--- src/pkg/flow_csr_cfg.svh ---
// Constants for the port 0 flow control and fabric data register bank
// Summary of operation
// - Bit 6 read/write enables half-duplex backpressure on port 0.
// - Read-only bit 5 shows actual duplex: 0 full, 1 half.
// - Read-only bit 4 shows receive flow control currently in effect.
// - Read-only bit 3 shows transmit flow control currently in effect.
// - Bit 2 enables pause detection when manual or negotiation off.
// - Bit 1 enables pause generation when manual or negotiation off.
// - Manual-select clear, negotiation on: negotiated result decides.
// - Manual-select set: manual enables decide in full duplex.
// - External MAC modes hold manual-select at 1, read-only.
// - External MAC: manual-select resets to 1, loader cannot overwrite.
// - Register contents never alter the advertised flow capabilities.
// - Backpressure and manual enables reset from strap inputs.
// - Current duplex and flow status reset from combined straps.
// - Indirect data register resets to zero, holds fabric word.
// - Direction read: host read returns data fetched from fabric.
// - Direction write: host read returns value last written by host.
// - Command bit 31 starts access, self-clears when access completes.
// - Command bit 30 selects direction: 0 write, 1 read.
// - With bit 29 set, data write starts access, index then increments if direction is write.
`ifndef FLOW_CSR_CFG_SVH
`define FLOW_CSR_CFG_SVH
`define FC_FLOW_CFG_ADDR   12'h1A8
`define FC_IND_DATA_ADDR   12'h1AC
`define FC_IND_CMD_ADDR    12'h1B0
`define FC_ADDR_W          12
`define FC_BIT_BP          6
`define FC_BIT_DUP         5
`define FC_BIT_CUR_RX      4
`define FC_BIT_CUR_TX      3
`define FC_BIT_RX_EN       2
`define FC_BIT_TX_EN       1
`define FC_BIT_MANUAL      0
`define FC_BIT_BUSY        31
`define FC_BIT_DIR         30
`define FC_BIT_AUTOINC     29
`define FC_IDX_W           16
`define FC_DATA_RESET      32'h0000_0000
`define FC_RESP_OKAY       2'h0
`define FC_RESP_SLVERR     2'h2
`endif

--- src/pkg/flow_csr_pkg.sv ---
// Types for the port 0 flow control and fabric data register bank
package flow_csr_pkg;
  typedef enum logic [1:0] {ACC_IDLE, ACC_REQ, ACC_WAIT} acc_state_type;
endpackage : flow_csr_pkg

--- src/hdl/flow_resolve.sv ---
// Resolution of effective port 0 flow control from manual and negotiated
module flow_resolve (
  input  wire logic i_manual,
  input  wire logic i_aneg_en,
  input  wire logic i_half_duplex,
  input  wire logic i_man_rx,
  input  wire logic i_man_tx,
  input  wire logic i_neg_rx,
  input  wire logic i_neg_tx,
  output logic      o_eff_rx,
  output logic      o_eff_tx
);
  logic use_manual;

  assign use_manual = i_manual | ~i_aneg_en;
  assign o_eff_rx = ~i_half_duplex & (use_manual ? i_man_rx : i_neg_rx);
  assign o_eff_tx = ~i_half_duplex & (use_manual ? i_man_tx : i_neg_tx);
endmodule : flow_resolve

--- src/hdl/port0_flow_ctrl_and_indirect_data_word.sv ---
// Port 0 flow control register and fabric indirect data register bank
`include "flow_csr_cfg.svh"
module port0_flow_ctrl_and_indirect_data_word (
  input  wire logic        I_CORE_CLK,
  input  wire logic        I_RST_N,
  // AXI4-Lite slave
  input  wire logic [11:0] I_AWADDR,
  input  wire logic        I_AWVALID,
  output logic             O_AWREADY,
  input  wire logic [31:0] I_WDATA,
  input  wire logic [3:0]  I_WSTRB,
  input  wire logic        I_WVALID,
  output logic             O_WREADY,
  output logic [1:0]       O_BRESP,
  output logic             O_BVALID,
  input  wire logic        I_BREADY,
  input  wire logic [11:0] I_ARADDR,
  input  wire logic        I_ARVALID,
  output logic             O_ARREADY,
  output logic [31:0]      O_RDATA,
  output logic [1:0]       O_RRESP,
  output logic             O_RVALID,
  input  wire logic        I_RREADY,
  // Straps and mode
  input  wire logic        I_EXT_MAC_MODE,
  input  wire logic        I_STRAP_BP_EN,
  input  wire logic        I_STRAP_FD_FC,
  input  wire logic        I_STRAP_MANUAL_FC,
  input  wire logic        I_STRAP_HALF_DUPLEX,
  // Port 0 link status
  input  wire logic        I_ANEG_ENABLE,
  input  wire logic        I_LINK_HALF_DUPLEX,
  input  wire logic        I_NEG_RX_PAUSE,
  input  wire logic        I_NEG_TX_PAUSE,
  // Port 0 flow control outputs to MAC
  output logic             O_BACKPRESSURE_EN,
  output logic             O_RX_PAUSE_EN,
  output logic             O_TX_PAUSE_EN,
  // Fabric register access port
  output logic             O_FAB_REQ,
  output logic             O_FAB_READ,
  output logic [15:0]      O_FAB_INDEX,
  output logic [31:0]      O_FAB_WDATA,
  input  wire logic        I_FAB_ACK,
  input  wire logic [31:0] I_FAB_RDATA
);

  // --------------------------------------------------------------
  // Declarations
  // --------------------------------------------------------------
  logic        aw_held_r;
  logic [11:0] aw_addr_r;
  logic        w_held_r;
  logic [31:0] w_data_r;
  logic [3:0]  w_strb_r;
  logic        wr_go;
  logic [31:0] wmask;
  logic        backpressure_enable_r;
  logic        manual_pause_detect_enable_r;
  logic        manual_pause_generate_enable_r;
  logic        flow_override_select_r;
  logic        current_duplex_status_r;
  logic        current_rx_flow_status_r;
  logic        current_tx_flow_status_r;
  logic        boot_r;
  logic        eff_rx;
  logic        eff_tx;
  logic [31:0] host_data_r;
  logic [31:0] fab_data_r;
  logic [31:0] cmd_r;
  logic        access_in_progress;
  logic        access_direction;
  logic [15:0] fabric_register_index;
  logic        start_cmd;
  logic        start_auto;
  flow_csr_pkg::acc_state_type state_r;
  logic [31:0] flow_rd;
  logic [31:0] rd_word;
  logic        rd_hit;

  // --------------------------------------------------------------
  // AXI4-Lite write channel capture
  // --------------------------------------------------------------
  assign O_AWREADY = ~aw_held_r & ~O_BVALID;
  assign O_WREADY  = ~w_held_r & ~O_BVALID;
  assign wr_go     = aw_held_r & w_held_r & ~O_BVALID;

  // Address hold
  always_ff @(posedge I_CORE_CLK)
    if (!I_RST_N)
    begin
      aw_held_r <= 1'b0;
      aw_addr_r <= 12'h000;
    end
    else if (I_AWVALID && O_AWREADY)
    begin
      aw_held_r <= 1'b1;
      aw_addr_r <= I_AWADDR;
    end
    else if (wr_go)
      aw_held_r <= 1'b0;

  // Data hold
  always_ff @(posedge I_CORE_CLK)
    if (!I_RST_N)
    begin
      w_held_r <= 1'b0;
      w_data_r <= 32'h0000_0000;
      w_strb_r <= 4'h0;
    end
    else if (I_WVALID && O_WREADY)
    begin
      w_held_r <= 1'b1;
      w_data_r <= I_WDATA;
      w_strb_r <= I_WSTRB;
    end
    else if (wr_go)
      w_held_r <= 1'b0;

  // Byte strobes expanded to a bit mask
  genvar g;
  generate
    for (g = 0; g < 4; g++)
    begin : g_mask
      assign wmask[8*g +: 8] = {8{w_strb_r[g]}};
    end
  endgenerate

  // Write response
  always_ff @(posedge I_CORE_CLK)
    if (!I_RST_N)
    begin
      O_BVALID <= 1'b0;
      O_BRESP  <= `FC_RESP_OKAY;
    end
    else if (wr_go)
    begin
      O_BVALID <= 1'b1;
      if (aw_addr_r[11:2] == `FC_FLOW_CFG_ADDR >> 2 ||
          aw_addr_r[11:2] == `FC_IND_DATA_ADDR >> 2 ||
          aw_addr_r[11:2] == `FC_IND_CMD_ADDR >> 2)
        O_BRESP <= `FC_RESP_OKAY;
      else
        O_BRESP <= `FC_RESP_SLVERR;
    end
    else if (I_BREADY)
      O_BVALID <= 1'b0;

  // --------------------------------------------------------------
  // Flow configuration register
  // --------------------------------------------------------------
  // Straps are caught in the first cycle after reset release
  always_ff @(posedge I_CORE_CLK)
    if (!I_RST_N)
      boot_r <= 1'b1;
    else
      boot_r <= 1'b0;

  always_ff @(posedge I_CORE_CLK)
    if (!I_RST_N)
    begin
      backpressure_enable_r          <= 1'b0;
      manual_pause_detect_enable_r   <= 1'b0;
      manual_pause_generate_enable_r <= 1'b0;
    end
    else if (boot_r)
    begin
      backpressure_enable_r          <= I_STRAP_BP_EN;
      manual_pause_detect_enable_r   <= I_STRAP_FD_FC;
      manual_pause_generate_enable_r <= I_STRAP_FD_FC;
    end
    else if (wr_go && aw_addr_r[11:2] == `FC_FLOW_CFG_ADDR >> 2 &&
             w_strb_r[0])
    begin
      backpressure_enable_r <= w_data_r[`FC_BIT_BP];
      manual_pause_detect_enable_r <= w_data_r[`FC_BIT_RX_EN];
      manual_pause_generate_enable_r <= w_data_r[`FC_BIT_TX_EN];
    end

  // forced manual select in external MAC modes
  always_ff @(posedge I_CORE_CLK)
    if (!I_RST_N)
      flow_override_select_r <= 1'b1;
    else if (I_EXT_MAC_MODE)
      flow_override_select_r <= 1'b1;
    else if (boot_r)
      flow_override_select_r <= I_STRAP_MANUAL_FC;
    else if (wr_go && aw_addr_r[11:2] == `FC_FLOW_CFG_ADDR >> 2 &&
             w_strb_r[0])
      flow_override_select_r <= w_data_r[`FC_BIT_MANUAL];

  // Effective flow control resolution
  flow_resolve u_resolve (
    .i_manual      (flow_override_select_r),
    .i_aneg_en     (I_ANEG_ENABLE),
    .i_half_duplex (I_LINK_HALF_DUPLEX),
    .i_man_rx      (manual_pause_detect_enable_r),
    .i_man_tx      (manual_pause_generate_enable_r),
    .i_neg_rx      (I_NEG_RX_PAUSE),
    .i_neg_tx      (I_NEG_TX_PAUSE),
    .o_eff_rx      (eff_rx),
    .o_eff_tx      (eff_tx)
  );

  // status bits from straps, then live
  always_ff @(posedge I_CORE_CLK)
    if (!I_RST_N)
    begin
      current_duplex_status_r  <= 1'b0;
      current_rx_flow_status_r <= 1'b0;
      current_tx_flow_status_r <= 1'b0;
    end
    else if (boot_r)
    begin
      current_duplex_status_r  <= I_STRAP_HALF_DUPLEX;
      current_rx_flow_status_r <= ~I_STRAP_HALF_DUPLEX & I_STRAP_FD_FC;
      current_tx_flow_status_r <= ~I_STRAP_HALF_DUPLEX & I_STRAP_FD_FC;
    end
    else
    begin
      current_duplex_status_r  <= I_LINK_HALF_DUPLEX;
      current_rx_flow_status_r <= eff_rx;
      current_tx_flow_status_r <= eff_tx;
    end

  // MAC controls only; advertisement is never driven from here
  assign O_BACKPRESSURE_EN = backpressure_enable_r;
  assign O_RX_PAUSE_EN     = current_rx_flow_status_r;
  assign O_TX_PAUSE_EN     = current_tx_flow_status_r;

  // --------------------------------------------------------------
  // Indirect command and data
  // --------------------------------------------------------------
  assign access_in_progress    = cmd_r[`FC_BIT_BUSY];
  assign access_direction      = cmd_r[`FC_BIT_DIR];
  assign fabric_register_index = cmd_r[`FC_IDX_W-1:0];
  assign start_cmd  = wr_go && aw_addr_r[11:2] == `FC_IND_CMD_ADDR >> 2 &&
                      w_strb_r[3] && w_data_r[`FC_BIT_BUSY];
  assign start_auto = wr_go && aw_addr_r[11:2] == `FC_IND_DATA_ADDR >> 2 &&
                      cmd_r[`FC_BIT_AUTOINC];

  always_ff @(posedge I_CORE_CLK)
    if (!I_RST_N)
      host_data_r <= `FC_DATA_RESET;
    else if (wr_go && aw_addr_r[11:2] == `FC_IND_DATA_ADDR >> 2)
      host_data_r <= (host_data_r & ~wmask) | (w_data_r & wmask);

  // Fabric read data capture
  always_ff @(posedge I_CORE_CLK)
    if (!I_RST_N)
      fab_data_r <= `FC_DATA_RESET;
    else if (state_r == flow_csr_pkg::ACC_WAIT && I_FAB_ACK &&
             access_direction)
      fab_data_r <= I_FAB_RDATA;

  // busy set on start, cleared on completion
  always_ff @(posedge I_CORE_CLK)
    if (!I_RST_N)
      cmd_r <= 32'h0000_0000;
    else if (state_r == flow_csr_pkg::ACC_WAIT && I_FAB_ACK)
    begin
      cmd_r[`FC_BIT_BUSY] <= 1'b0;
      if (cmd_r[`FC_BIT_AUTOINC] && !access_direction)
        cmd_r[`FC_IDX_W-1:0] <= fabric_register_index + 16'h0001;
    end
    else if (start_auto && !access_in_progress)
      cmd_r[`FC_BIT_BUSY] <= 1'b1;
    else if (wr_go && aw_addr_r[11:2] == `FC_IND_CMD_ADDR >> 2 &&
             !access_in_progress)
      cmd_r <= (cmd_r & ~wmask) | (w_data_r & wmask);

  // Fabric access sequencer
  always_ff @(posedge I_CORE_CLK)
    if (!I_RST_N)
      state_r <= flow_csr_pkg::ACC_IDLE;
    else
      case (state_r)
        flow_csr_pkg::ACC_IDLE:
          if ((start_cmd || start_auto) && !access_in_progress)
            state_r <= flow_csr_pkg::ACC_REQ;
        flow_csr_pkg::ACC_REQ:
          state_r <= flow_csr_pkg::ACC_WAIT;
        flow_csr_pkg::ACC_WAIT:
          if (I_FAB_ACK)
            state_r <= flow_csr_pkg::ACC_IDLE;
        default:
          state_r <= flow_csr_pkg::ACC_IDLE;
      endcase

  // Request held until acknowledged
  assign O_FAB_REQ   = state_r != flow_csr_pkg::ACC_IDLE;
  assign O_FAB_READ  = access_direction;
  assign O_FAB_INDEX = fabric_register_index;
  assign O_FAB_WDATA = host_data_r;

  // --------------------------------------------------------------
  // AXI4-Lite read channel
  // --------------------------------------------------------------
  // reserved bits read zero
  assign flow_rd = {25'h0000000, backpressure_enable_r,
                    current_duplex_status_r, current_rx_flow_status_r,
                    current_tx_flow_status_r, manual_pause_detect_enable_r,
                    manual_pause_generate_enable_r, flow_override_select_r};

  // Read decode
  always_comb
  begin
    rd_word = 32'h0000_0000;
    rd_hit  = 1'b1;
    if (I_ARADDR[11:2] == `FC_FLOW_CFG_ADDR >> 2)
      rd_word = flow_rd;
    else if (I_ARADDR[11:2] == `FC_IND_DATA_ADDR >> 2)
      rd_word = access_direction ? fab_data_r : host_data_r;
    else if (I_ARADDR[11:2] == `FC_IND_CMD_ADDR >> 2)
      rd_word = cmd_r;
    else
      rd_hit = 1'b0;
  end

  assign O_ARREADY = ~O_RVALID;

  // Read response register
  always_ff @(posedge I_CORE_CLK)
    if (!I_RST_N)
    begin
      O_RVALID <= 1'b0;
      O_RDATA  <= 32'h0000_0000;
      O_RRESP  <= `FC_RESP_OKAY;
    end
    else if (I_ARVALID && O_ARREADY)
    begin
      O_RVALID <= 1'b1;
      O_RDATA  <= rd_word;
      O_RRESP  <= rd_hit ? `FC_RESP_OKAY : `FC_RESP_SLVERR;
    end
    else if (I_RREADY)
      O_RVALID <= 1'b0;
endmodule : port0_flow_ctrl_and_indirect_data_word

--- config.mk ---
export PLATFORM = sky130hd
export DESIGN_NAME = port0_flow_ctrl_and_indirect_data_word
export DESIGN_NICKNAME = d
export VERILOG_FILES = /design/src/pkg/flow_csr_pkg.sv /design/src/hdl/flow_resolve.sv /design/src/hdl/port0_flow_ctrl_and_indirect_data_word.sv
export VERILOG_INCLUDE_DIRS = /design/src /design/src/pkg
export SDC_FILE = /design/constraint.sdc
export NUM_CORES = 1
export LEC_CHECK = 0
export ABC_CLOCK_PERIOD_IN_PS = 5000
export BUFFER_PORTS_ARGS = -buffer_cell sky130_fd_sc_hd__buf_4
export CORE_MARGIN = 2
export CORE_UTILIZATION = 60
export CTS_BUF_LIST = sky130_fd_sc_hd__clkbuf_4
export DETAILED_ROUTE_END_ITERATION = 10
export MAX_ROUTING_LAYER = met4
export PLACE_DENSITY = 0.88
export SLEW_MARGIN = 20
export SYNTH_ARGS = -nofsm -noshare
export SYNTH_HDL_FRONTEND = slang
export SYNTH_HIERARCHICAL = 1
export SYNTH_SLANG_ARGS = --single-unit
--- constraint.sdc ---
create_clock -name I_CORE_CLK -period 5 [get_ports I_CORE_CLK]
set_clock_uncertainty 0.05 [all_clocks]
set_input_delay 0 -clock I_CORE_CLK [delete_from_list [all_inputs] [get_ports I_CORE_CLK]]
set_output_delay 0 -clock I_CORE_CLK [all_outputs]
set_load 0.02 [all_outputs]
# == Word level (Yosys, flattened, before mapping) ==
# Cells that the tools add are included.
# op_classes
add_sub_neg,1
n_eq_ne,12
mux,38
n_bitwise,24
reduce_logical,35
# op_table
op,n
2-to-1 mux 32 bit,5
bitwise AND 32 bit,3
bitwise OR 32 bit,2
"equality test 10 x 7 -> 1 bit, second input constant",6
2-to-1 mux 16 bit,3
NOT 32 bit,1
2-to-1 mux 1 bit,25
"adder 16 x 1 -> 16 bit, second input constant",1
logical AND 1 bit,16
nonzero test 2 bit,8
NOT 1 bit,10
2-to-1 mux 2 bit,4
bitwise AND 1 bit,7
"inequality test 2 bit, second input constant",3
one-hot mux 2 bit (3 select lines),1
AND reduction 3 bit,2
OR reduction 2 bit,2
logical OR 1 bit,3
"equality test 2 x 1 -> 1 bit, second input constant",1
"equality test 2 bit, second input constant",1
zero test 1 bit,2
zero test 2 bit,1
"inequality test 2 x 1 -> 1 bit, second input constant",1
AND reduction 2 bit,1
bitwise OR 1 bit,1
# totals
register_bits,194
input_bits,109
output_inout_bits,94
word_cells,134

# == Longest topological paths before layout ==
# Gate-level depths: netlist (run 1).
# depth
ltp_word,9
mapped_depth,8
mapped_depth_nobuf,6

# == Hierarchy ==
# The synthesis (run 1) kept the hierarchy.
# by_module_without_submodules
module,instances,cells_per_inst,area_per_inst_um2,seq_area_each_um2
port0_flow_ctrl_and_indirect_data_word,1,1036,8257.9,3803.6
flow_resolve,1,7,62.6,0.0

# == Worst setup path after synthesis (run 1) ==
# OpenSTA, ideal clock, no wires.
# synth_timing
path_type,flip-flop to flip-flop
start,reg aw_addr_r[9]
end,reg flow_override_select_r
setup_ns,0.127
t_arrival_ns,1.907
required_time_ns,4.823
path_slack_ns,2.916
stages_incl_launch_ff,8
path_buffers,2
period_less_slack_ns,2.084
cell_sequence,dfxtp_1 or3b_1 buf_2 or4_4 buf_6 mux2i_1 a21oi_1 or3_1
# synth_via
elab_chain_cells,4
# synth_lines
element,line_no,source
from (decl),port0_flow_ctrl_and_indirect_data_word.sv:52,logic [11:0] aw_addr_r;
from (signal assigned),port0_flow_ctrl_and_indirect_data_word.sv:93,aw_addr_r <= 12'h000;
from (signal assigned),port0_flow_ctrl_and_indirect_data_word.sv:98,aw_addr_r <= I_AWADDR;
equality test 10 x 7 -> 1 bit,port0_flow_ctrl_and_indirect_data_word.sv:188,else if (wr_go && aw_addr_r[11:2] == `FC_FLOW_CFG_ADDR >> 2 &&
logical AND 1 bit (2 in a row),port0_flow_ctrl_and_indirect_data_word.sv:188,
nonzero test 2 bit (no line),-,
to (signal assigned),port0_flow_ctrl_and_indirect_data_word.sv:190,flow_override_select_r <= w_data_r[`FC_BIT_MANUAL];
to (decl),port0_flow_ctrl_and_indirect_data_word.sv:61,logic flow_override_select_r;
# No other way between the ends.
# A chain may end at the register's enable or synchronous reset.

# == Worst setup path after layout (run 1) ==
# layout_timing
start,reg w_strb_r[0]
end,reg flow_override_select_r
# layout_via
elab_chain_cells,2
# layout_lines
element,line_no,source
from (decl),port0_flow_ctrl_and_indirect_data_word.sv:55,logic [3:0] w_strb_r;
from (signal assigned),port0_flow_ctrl_and_indirect_data_word.sv:109,w_strb_r <= 4'h0;
from (signal assigned),port0_flow_ctrl_and_indirect_data_word.sv:115,w_strb_r <= I_WSTRB;
logical AND 1 bit,port0_flow_ctrl_and_indirect_data_word.sv:188,
nonzero test 2 bit (no line),-,
# No other way between the ends.

==> flow_summary.yaml, run 1 <==
grt:
  grt_max_degree: 67
  grt-ovfl-total: 0
  track_usage: 0.385
  antenna_found_initial: 1
  grt_pass1_vias: 8826
  grt_pass1_wl_mm: 43.5
clocking:
  htreeDepth: 4
  cts-resized-gates: 0
  clock_latency_ps: 590
  cts_tree: "done"
  cts_buffers: 17
  clock_path_buffers: 2
  clkSinkCount: 190
  path_clk_slew_ps: 140
  cts_setup_buffers: 0
  cts_root_buf: "clkbuf_4"
hold_path:
  worstHoldPathType: "input pin to flop"
worst_setup_path:
  cp-start-kind: "flop"
  critPathRequiredTime_ps: 5440
  crit_fanout: 16
  path_class: "flop to flop"
  rrSetupSlack_ps: 2030
  cp.arrival_ps: 3410
  end_kind: "flop"
synth:
  synthFlopType: "dfxtp_1"
  netlist_instances: 1043
  syn_area_sq_mm: 0.00832
  synth_common_cells: "nand2_1, dfxtp_1, a21oi_1, clkbuf_1, mux2i_1"
  synth_area_leader_cell: "dfxtp_1"
  synth_seq_area_share: 0.457
  avgSynthCellArea_sq_um: 7.98
  synth.distinct_cells: 63
  synth_area_leaders: "dfxtp_1, nand2_1, a21oi_1, mux2i_1, clkbuf_1"
  synth_top_area_share: 0.457
  yosysWarnings: 6
  yosysMostFrequentCell: "nand2_1"
  synth_edf_count: 0
  ys_async_sr_fraction: 0
  synth-seq-cells: 190
timing:
  slew_violations: 0
  finalSetupViolCount: 0
  grt_setup_unrepaired: "false"
  worst_slack_ps: 2030
  worst_pin_slew_ps: 1190
  relSlewSlack: 0.204
  setup_tns_ps: 0
  max_freq_ghz: 0.336
  min_period_ps: 2970
  finalCritPeriodShare: 0.594
  hold_violations: 0
power:
  swShare: 0.247
  clkPwrFrac: 0.317
  power_frac_seq: 0.558
  peakVddDrop_uv: 216
  p_comb_frac: 0.125
  power.density_mw_per_mm2: 246
  p_leak_uw: 0.00463
  internal-power_uw: 2140
  power_switching_uw: 703
die:
  start_util: 0.606
  rows: 43
  dieArea_sq_mm: 0.0148
  core_area_sq_mm: 0.0137
  die_h_um: 122
  die_w_um: 122
  ios: 203
place:
  dpl_cell_area_sq_mm: 0.00967
  io_buffers: 196
  pre_cts_slack_ps: 2540
  routabilityCongestion: 0.939
  place_hpwl_mm: 15.4
layout:
  multi_input_area_sq_mm: 0.00405
  regArea_sq_mm: 0.00380
  layout.nets: 1451
  drive_above_1_share: 0.193
  final_cell_area_sq_mm: 0.0116
  syn_to_final_growth_pct: 39.4
  fillCellCount: 742
drt:
  drc: 0
  vias_per_cell: 5.95
  drtIter0Drc: 911
  wire_per_inst_um: 18.1
  vias: 9114
  first_pass_iters: 6
  wl_mm: 27.8
  ant_nets: 0
run:
  max-cap-violations: 0
status:
  outcome: "complete, no violations"
## worst paths after layout
path | startpoint | cells after the start | end
worst min register to register | O_RDATA[25] | 2 | O_RDATA[25]
worst min-delay path | I_ARADDR[3] | 6 | O_RDATA[2]
worst max register to register | w_strb_r[0] | 6 | flow_override_select_r
worst max-delay path | w_strb_r[0] | 6 | flow_override_select_r
## repair_timing
action	4_1_cts	5_1_grt
hold buffers	162	0
setup endpoints to repair	0	0
hold endpoints to repair	136	0
## cell usage in the layout, fill, tap and decap left out, types with 13 or more instances in the layout
cell and n:
clkbuf_4 20, mux2_2 13, buf_4 204, o211ai_1 25, nor2_1 41, a21oi_1 154
dfxtp_1 189, o21ai_0 22, nand3_1 15, nand2_1 304, mux2i_1 51, dlygate4sd3_1 162
inv_1 15
## through the flow
stage	power, uW	cells	hold slack [ps]	utilization
finish	2850	1531	43.7	0.845
CTS	2810	1530	2.18	0.845
global route	2930	1531	37.7	0.845
global placement	1840	1340	136	0.705
floorplan	1730	1044	49.0	-
detailed placement	1850	1340	136	0.705
## per-layer routing
| metal | track usage | part of all wire |
|---|---|---|
| met3 | 0.0754 | 0.094 |
| met2 | 0.632 | 0.49 |
| met5 | - | 0 |
| met1 | 0.449 | 0.38 |
| met4 | 0.195 | 0.041 |
## cell families after synthesis
kind of cell,after synthesis,share of synthesized area
other,1,0.000451
adders and majority gates,1,0.00150
xor gates and xnor gates,5,0.00526
and+or+nand+nor,426,0.222
DFF,190,0.457
muxes,64,0.0789
buffers and inverters,105,0.0582
AOI/OAI and AO/OA,251,0.177
## worst max-delay path, cell delays in order, from the launching register on
cell and delay [ps]:
dfxtp_1 770, or4bb_1 440, or4_4 480, mux2i_1 180
a21oi_1 90, or3_1 300, dlygate4sd3_1 560
## final cells by class
class,instances,area share
Antenna cell,1,0.000216
Clock buffer,20,0.0129
Clock inverter,8,0.0122
Inverter,17,0.00572
Multi-Input combinational cell,749,0.349
Sequential cell,190,0.328
Tap cell,180,0.0194
Timing Repair Buffer,366,0.272
## power by group through the flow
stage	clock network (uW)	logic, uW	registers, uW
final	902	356	1590
after global routing	963	378	1590
after CTS	892	335	1580
after detailed placement	0	229	1620
after global placement	0	224	1620
after floorplan	0	119	1610
Note: power is estimated with default switching activity, not from simulation.
==> inputs of run 2 (changes only) <==
--- a/config.mk
+++ b/config.mk
@@ -6,14 +6,14 @@
 export SDC_FILE = /design/constraint.sdc
 export NUM_CORES = 1
 export LEC_CHECK = 0
-export ABC_CLOCK_PERIOD_IN_PS = 5000
+export ABC_CLOCK_PERIOD_IN_PS = 2600
 export BUFFER_PORTS_ARGS = -buffer_cell sky130_fd_sc_hd__buf_4
 export CORE_MARGIN = 2
-export CORE_UTILIZATION = 60
+export CORE_UTILIZATION = 50
 export CTS_BUF_LIST = sky130_fd_sc_hd__clkbuf_4
 export DETAILED_ROUTE_END_ITERATION = 10
 export MAX_ROUTING_LAYER = met4
-export PLACE_DENSITY = 0.88
+export PLACE_DENSITY = 0.78
 export SLEW_MARGIN = 20
 export SYNTH_ARGS = -nofsm -noshare
 export SYNTH_HDL_FRONTEND = slang
==> constraint.sdc (replaced) <==
create_clock -name I_CORE_CLK -period 2.6 [get_ports I_CORE_CLK]
set_clock_uncertainty 0.05 [all_clocks]
set_input_delay 0 -clock I_CORE_CLK [delete_from_list [all_inputs] [get_ports I_CORE_CLK]]
set_output_delay 0 -clock I_CORE_CLK [all_outputs]
set_load 0.02 [all_outputs]
==> run 2 against run 1 <==
Power rose by 78%. Utilization shrank 13 points. Via count down 4.7%. Global-route usage shrank 8.0 points. Critical path depth did not move. Count of clock-buffer cells in the layout is 3 lower. Critical path type unchanged. Cell count grew 3.7%. Wire length fell by 5.4%. First-iteration DRC count shrank 22%.
==> flow_summary.yaml, run 2 (same netlist as run 1, synthesis figures left out) <==
status:
  outcome: "complete, no violations"
grt:
  grt_pass1_vias: 8474
  grt_pass1_wl_mm: 42.1
  grt_max_degree: 61
  antenna_found_initial: 2
  track_usage: 0.305
  grt-ovfl-total: 0
die:
  rows: 47
  die_h_um: 133
  core_area_sq_mm: 0.0164
  ios: 203
  die_w_um: 133
  start_util: 0.507
  dieArea_sq_mm: 0.0177
layout:
  final_util: 0.712
  layout.nets: 1465
  syn_to_final_growth_pct: 40.3
  fillCellCount: 1255
  layout_commonest_cell: "nand2_1"
  multi_input_area_sq_mm: 0.00405
  layout_common_cells: "nand2_1, buf_4, dfxtp_1"
  drive_above_1_share: 0.201
  regArea_sq_mm: 0.00380
power:
  internal-power_uw: 3710
  power_switching_uw: 1360
  p_leak_uw: 0.00466
  swShare: 0.267
  peakVddDrop_uv: 303
  power.density_mw_per_mm2: 434
  power_frac_seq: 0.602
  p_comb_frac: 0.135
  clkPwrFrac: 0.263
timing:
  finalSetupViolCount: 0
  relSlewSlack: 0.418
  slew_violations: 0
  max_freq_ghz: 0.424
  hold_violations: 0
  min_period_ps: 2360
  grt_setup_unrepaired: "false"
  finalCritPeriodShare: 0.908
  whs_ps: 65.8
  setup_tns_ps: 0
  worst_pin_slew_ps: 872
worst_setup_path:
  critPathRequiredTime_ps: 3080
  path_class: "flop to flop"
  crit_fanout: 10
  cp-start-kind: "flop"
  end_kind: "flop"
  cp.arrival_ps: 2840
clocking:
  cts_root_buf: "clkbuf_4"
  cts_buffers: 17
  path_clk_slew_ps: 150
  htreeDepth: 4
  cts_tree: "done"
  clock_path_buffers: 2
  clock_latency_ps: 580
  clkSinkCount: 190
drt:
  drc: 0
  m1WireLength_mm: 10.7
  ant_nets: 0
  wire_per_inst_um: 16.6
  drtIter0Drc: 709
  wl_mm: 26.3
  first_pass_iters: 5
  met2_length_mm: 12.8
  vias: 8685
  vias_per_cell: 5.47
  wl_met3_mm: 2.04
  top_layer: "met4"
place:
  routabilityCongestion: 0.906
  place_hpwl_mm: 15.9
  io_buffers: 196
hold_path:
  worstHoldPathType: "input pin to flop"
run:
  max-cap-violations: 0
run 2: stage by stage:
stage                     cells  power [uW]  instance area, sq um  setup WS (ps)
after floorplan            1044        3330                  8320            516
after global placement     1394        3550                  9840            346
after detailed placement   1394        3560                  9840            331
after CTS                  1585        5050                 11700            294
after global routing       1587        5270                 11700           94.6
final                      1587        5070                 11700            239
run 2: layout make-up:
cell class                 instances  area share
timing repair buffer             380       0.280
tap                              220      0.0236
sequential                       190       0.326
clock buffer                      17      0.0109
antenna                            2    0.000429
multi-input combinational        749       0.347
clock inverter                    12     0.00654
inverter                          17     0.00568
run 2: critical path, cell delays in order (launching register included):
cell and delay, ps:
dfxtp_1 390, nor2_1 220, and2_2 280, nand2_1 80
dlygate4sd3_1 570, a21oi_1 140, dlygate4sd3_1 570
run 2: power groups by stage:
stage               clock (uW)  combinational [uW]  sequential [uW]
CTS                       1350                 659             3040
finish                    1330                 686             3050
floorplan                    0                 228             3100
global route              1480                 734             3060
global placement             0                 449             3110
detailed placement           0                 453             3110
run 2: worst paths after layout:
check	cells after the start	to	slack [ps]	startpoint
worst max-delay path	6	aw_addr_r[2]	240	O_BVALID
worst min-delay path	6	O_RDATA[5]	70	I_ARADDR[6]
worst max register to register	6	aw_addr_r[2]	240	O_BVALID
worst min register to register	2	fab_data_r[7]	410	fab_data_r[7]
run 2: what timing repair did:
| item | 4_1_cts | 5_1_grt |
|---|---|---|
| hold buffers | 162 | 0 |
| resized for setup | 0 | 1 |
| buffers inserted | 0 | 0 |
| endpoints found under the hold margin | 128 | 0 |
| setup endpoints to repair | 0 | 2 |
run 2: routing by layer:
metal  vias up  global-route usage
li1       4170                   -
met1      4039               0.369
met2       408               0.504
met3        68              0.0540
met4         0               0.127
met5         -                   -
==> inputs of run 3 (changes only) <==
--- a/config.mk
+++ b/config.mk
@@ -8,12 +8,14 @@
 export LEC_CHECK = 0
 export ABC_CLOCK_PERIOD_IN_PS = 2600
 export BUFFER_PORTS_ARGS = -buffer_cell sky130_fd_sc_hd__buf_4
+export CELL_PAD_IN_SITES_DETAIL_PLACEMENT = 1
+export CELL_PAD_IN_SITES_GLOBAL_PLACEMENT = 1
 export CORE_MARGIN = 2
-export CORE_UTILIZATION = 50
+export CORE_UTILIZATION = 36
 export CTS_BUF_LIST = sky130_fd_sc_hd__clkbuf_4
 export DETAILED_ROUTE_END_ITERATION = 10
 export MAX_ROUTING_LAYER = met4
-export PLACE_DENSITY = 0.78
+export PLACE_DENSITY_LB_ADDON = 0.1
 export SLEW_MARGIN = 20
 export SYNTH_ARGS = -nofsm -noshare
 export SYNTH_HDL_FRONTEND = slang
==> run 3 against run 2 <==
Largest power group unchanged. Global-route usage decreased by 5.6 points. Fmax shrank 2.2%. Power up 9.2%. Worst setup slack got worse by 53 ps. Critical path type unchanged. Flip-flop and latch count is the same. Wire length increased by 13%.
==> flow_summary.yaml, run 3 (same netlist as run 1, synthesis figures left out) <==
place:
  place_hpwl_mm: 18.6
  place_inst: 1464
  io_buffers: 196
  dpl_cell_area_sq_mm: 0.00998
  routabilityCongestion: 0.815
worst_setup_path:
  crit_chain: "nor2_1, and2_4, nand2_1, dlygate4sd3_1, a21oi_1, dlygate4sd3_1"
  cp-start-kind: "flop"
  end_kind: "flop"
  crit_fanout: 10
  crit_top_cell: "dlygate4sd3_1"
  critPathRequiredTime_ps: 3080
  path_class: "flop to flop"
  cp_slowest_cell: "dlygate4sd3_1"
  max_stage_delay_ps: 560
  cp.arrival_ps: 2900
timing:
  min_period_ps: 2410
  slew_violations: 0
  finalCritPeriodShare: 0.928
  hold_violations: 0
  relSlewSlack: 0.529
  worst_pin_slew_ps: 706
  grt_setup_unrepaired: "false"
  whs_ps: 70.7
  setup_tns_ps: 0
  finalSetupViolCount: 0
  max_freq_ghz: 0.414
grt:
  grt-ovfl-total: 0
  grt_pass1_wl_mm: 46.7
  use_met1: 0.325
  track_usage: 0.250
  use_met2: 0.409
  grt_max_degree: 91
  grt_pass1_vias: 8763
  grt.met3_usage: 0.0425
  antenna_found_initial: 1
  gr-max-usage-layer: "met2"
power:
  p_leak_uw: 0.00475
  power_frac_seq: 0.552
  power_switching_uw: 1610
  power.density_mw_per_mm2: 461
  swShare: 0.291
  p_comb_frac: 0.129
  internal-power_uw: 3920
  clkPwrFrac: 0.320
  peakVddDrop_uv: 251
clocking:
  cts_tree: "done"
  cts_buffers: 17
  clock_path_buffers: 2
  path_clk_slew_ps: 170
  cts_setup_buffers: 0
  cts_root_buf: "clkbuf_4"
  clkSinkCount: 190
  clock_latency_ps: 600
  htreeDepth: 4
drt:
  wl_mm: 29.6
  wire_per_inst_um: 17.8
  first_pass_iters: 5
  drtIter0Drc: 488
  vias: 8572
  ant_nets: 0
  vias_per_cell: 5.15
  drc: 0
die:
  die_w_um: 156
  core_area_sq_mm: 0.0226
  die_h_um: 156
  rows: 55
  ios: 203
  start_util: 0.368
  dieArea_sq_mm: 0.0243
layout:
  layout_commonest_cell: "nand2_1"
  layout_common_cells: "nand2_1, buf_4, dfxtp_1"
  syn_to_final_growth_pct: 44.2
  layout.nets: 1477
  fillCellCount: 2684
  regArea_sq_mm: 0.00380
  fin_cells: 1666
  drive_above_1_share: 0.207
  multi_input_area_sq_mm: 0.00405
  final_cell_area_sq_mm: 0.0120
run:
  max-cap-violations: 0
status:
  outcome: "complete, no violations"
hold_path:
  worstHoldPathType: "input pin to flop"
==> run 3: power groups by stage <==
stage	registers [uW]	clock network (uW)	logic (uW)
after global placement	3110	0	468
after global routing	3060	1950	771
after CTS	3050	1810	689
after detailed placement	3110	0	473
after floorplan	3100	0	228
final	3050	1770	711
==> run 3: repair_timing <==
| action | CTS | global route |
|---|---|---|
| endpoints found under the setup margin | 0 | 8 |
| resized for setup | 0 | 2 |
| hold buffers | 169 | 0 |
| hold endpoints to repair | 138 | 0 |
==> run 3: critical path: cells and delay by family (launching register included) <==
kind	cells	cell delay, ps
compound gates	1	140
buf+inv	2	1120
flops	1	400
simple gates	3	640
==> run 3: path summary, 6_finish.rpt <==
kind / slack, ps / startpoint / to / cells after the start
worst min-delay path: 70 / I_ARADDR[2] / O_RDATA[5] / 6
worst max-delay path: 190 / O_BVALID / w_data_r[7] / 6
worst max register to register: 190 / O_BVALID / w_data_r[7] / 6
worst min register to register: 420 / O_RDATA[13] / O_RDATA[13] / 2
==> run 3: per-stage QoR <==
step	total power (uW)	setup WS, ps	util
after global placement	3580	317	0.441
after floorplan	3330	516	-
after detailed placement	3580	264	0.441
final	5530	186	0.530
after global routing	5780	33.9	0.530
after CTS	5550	77.3	0.530
==> run 3: routing by layer <==
metal | part of all wire | vias to the layer above
li1 | - | 4206
met1 | 0.47 | 4170
met2 | 0.48 | 165
met3 | 0.039 | 31
met4 | 0.011 | 0
met5 | 0 | -
==> run 3: layout make-up <==
cell class	instances	area share
multi-input cells	749	0.338
repair buffers	392	0.283
diodes	1	0.000209
flip-flops and latches	190	0.317
clock inverters	15	0.0161
well taps	285	0.0297
clock buffers	17	0.0106
inverters	17	0.00574
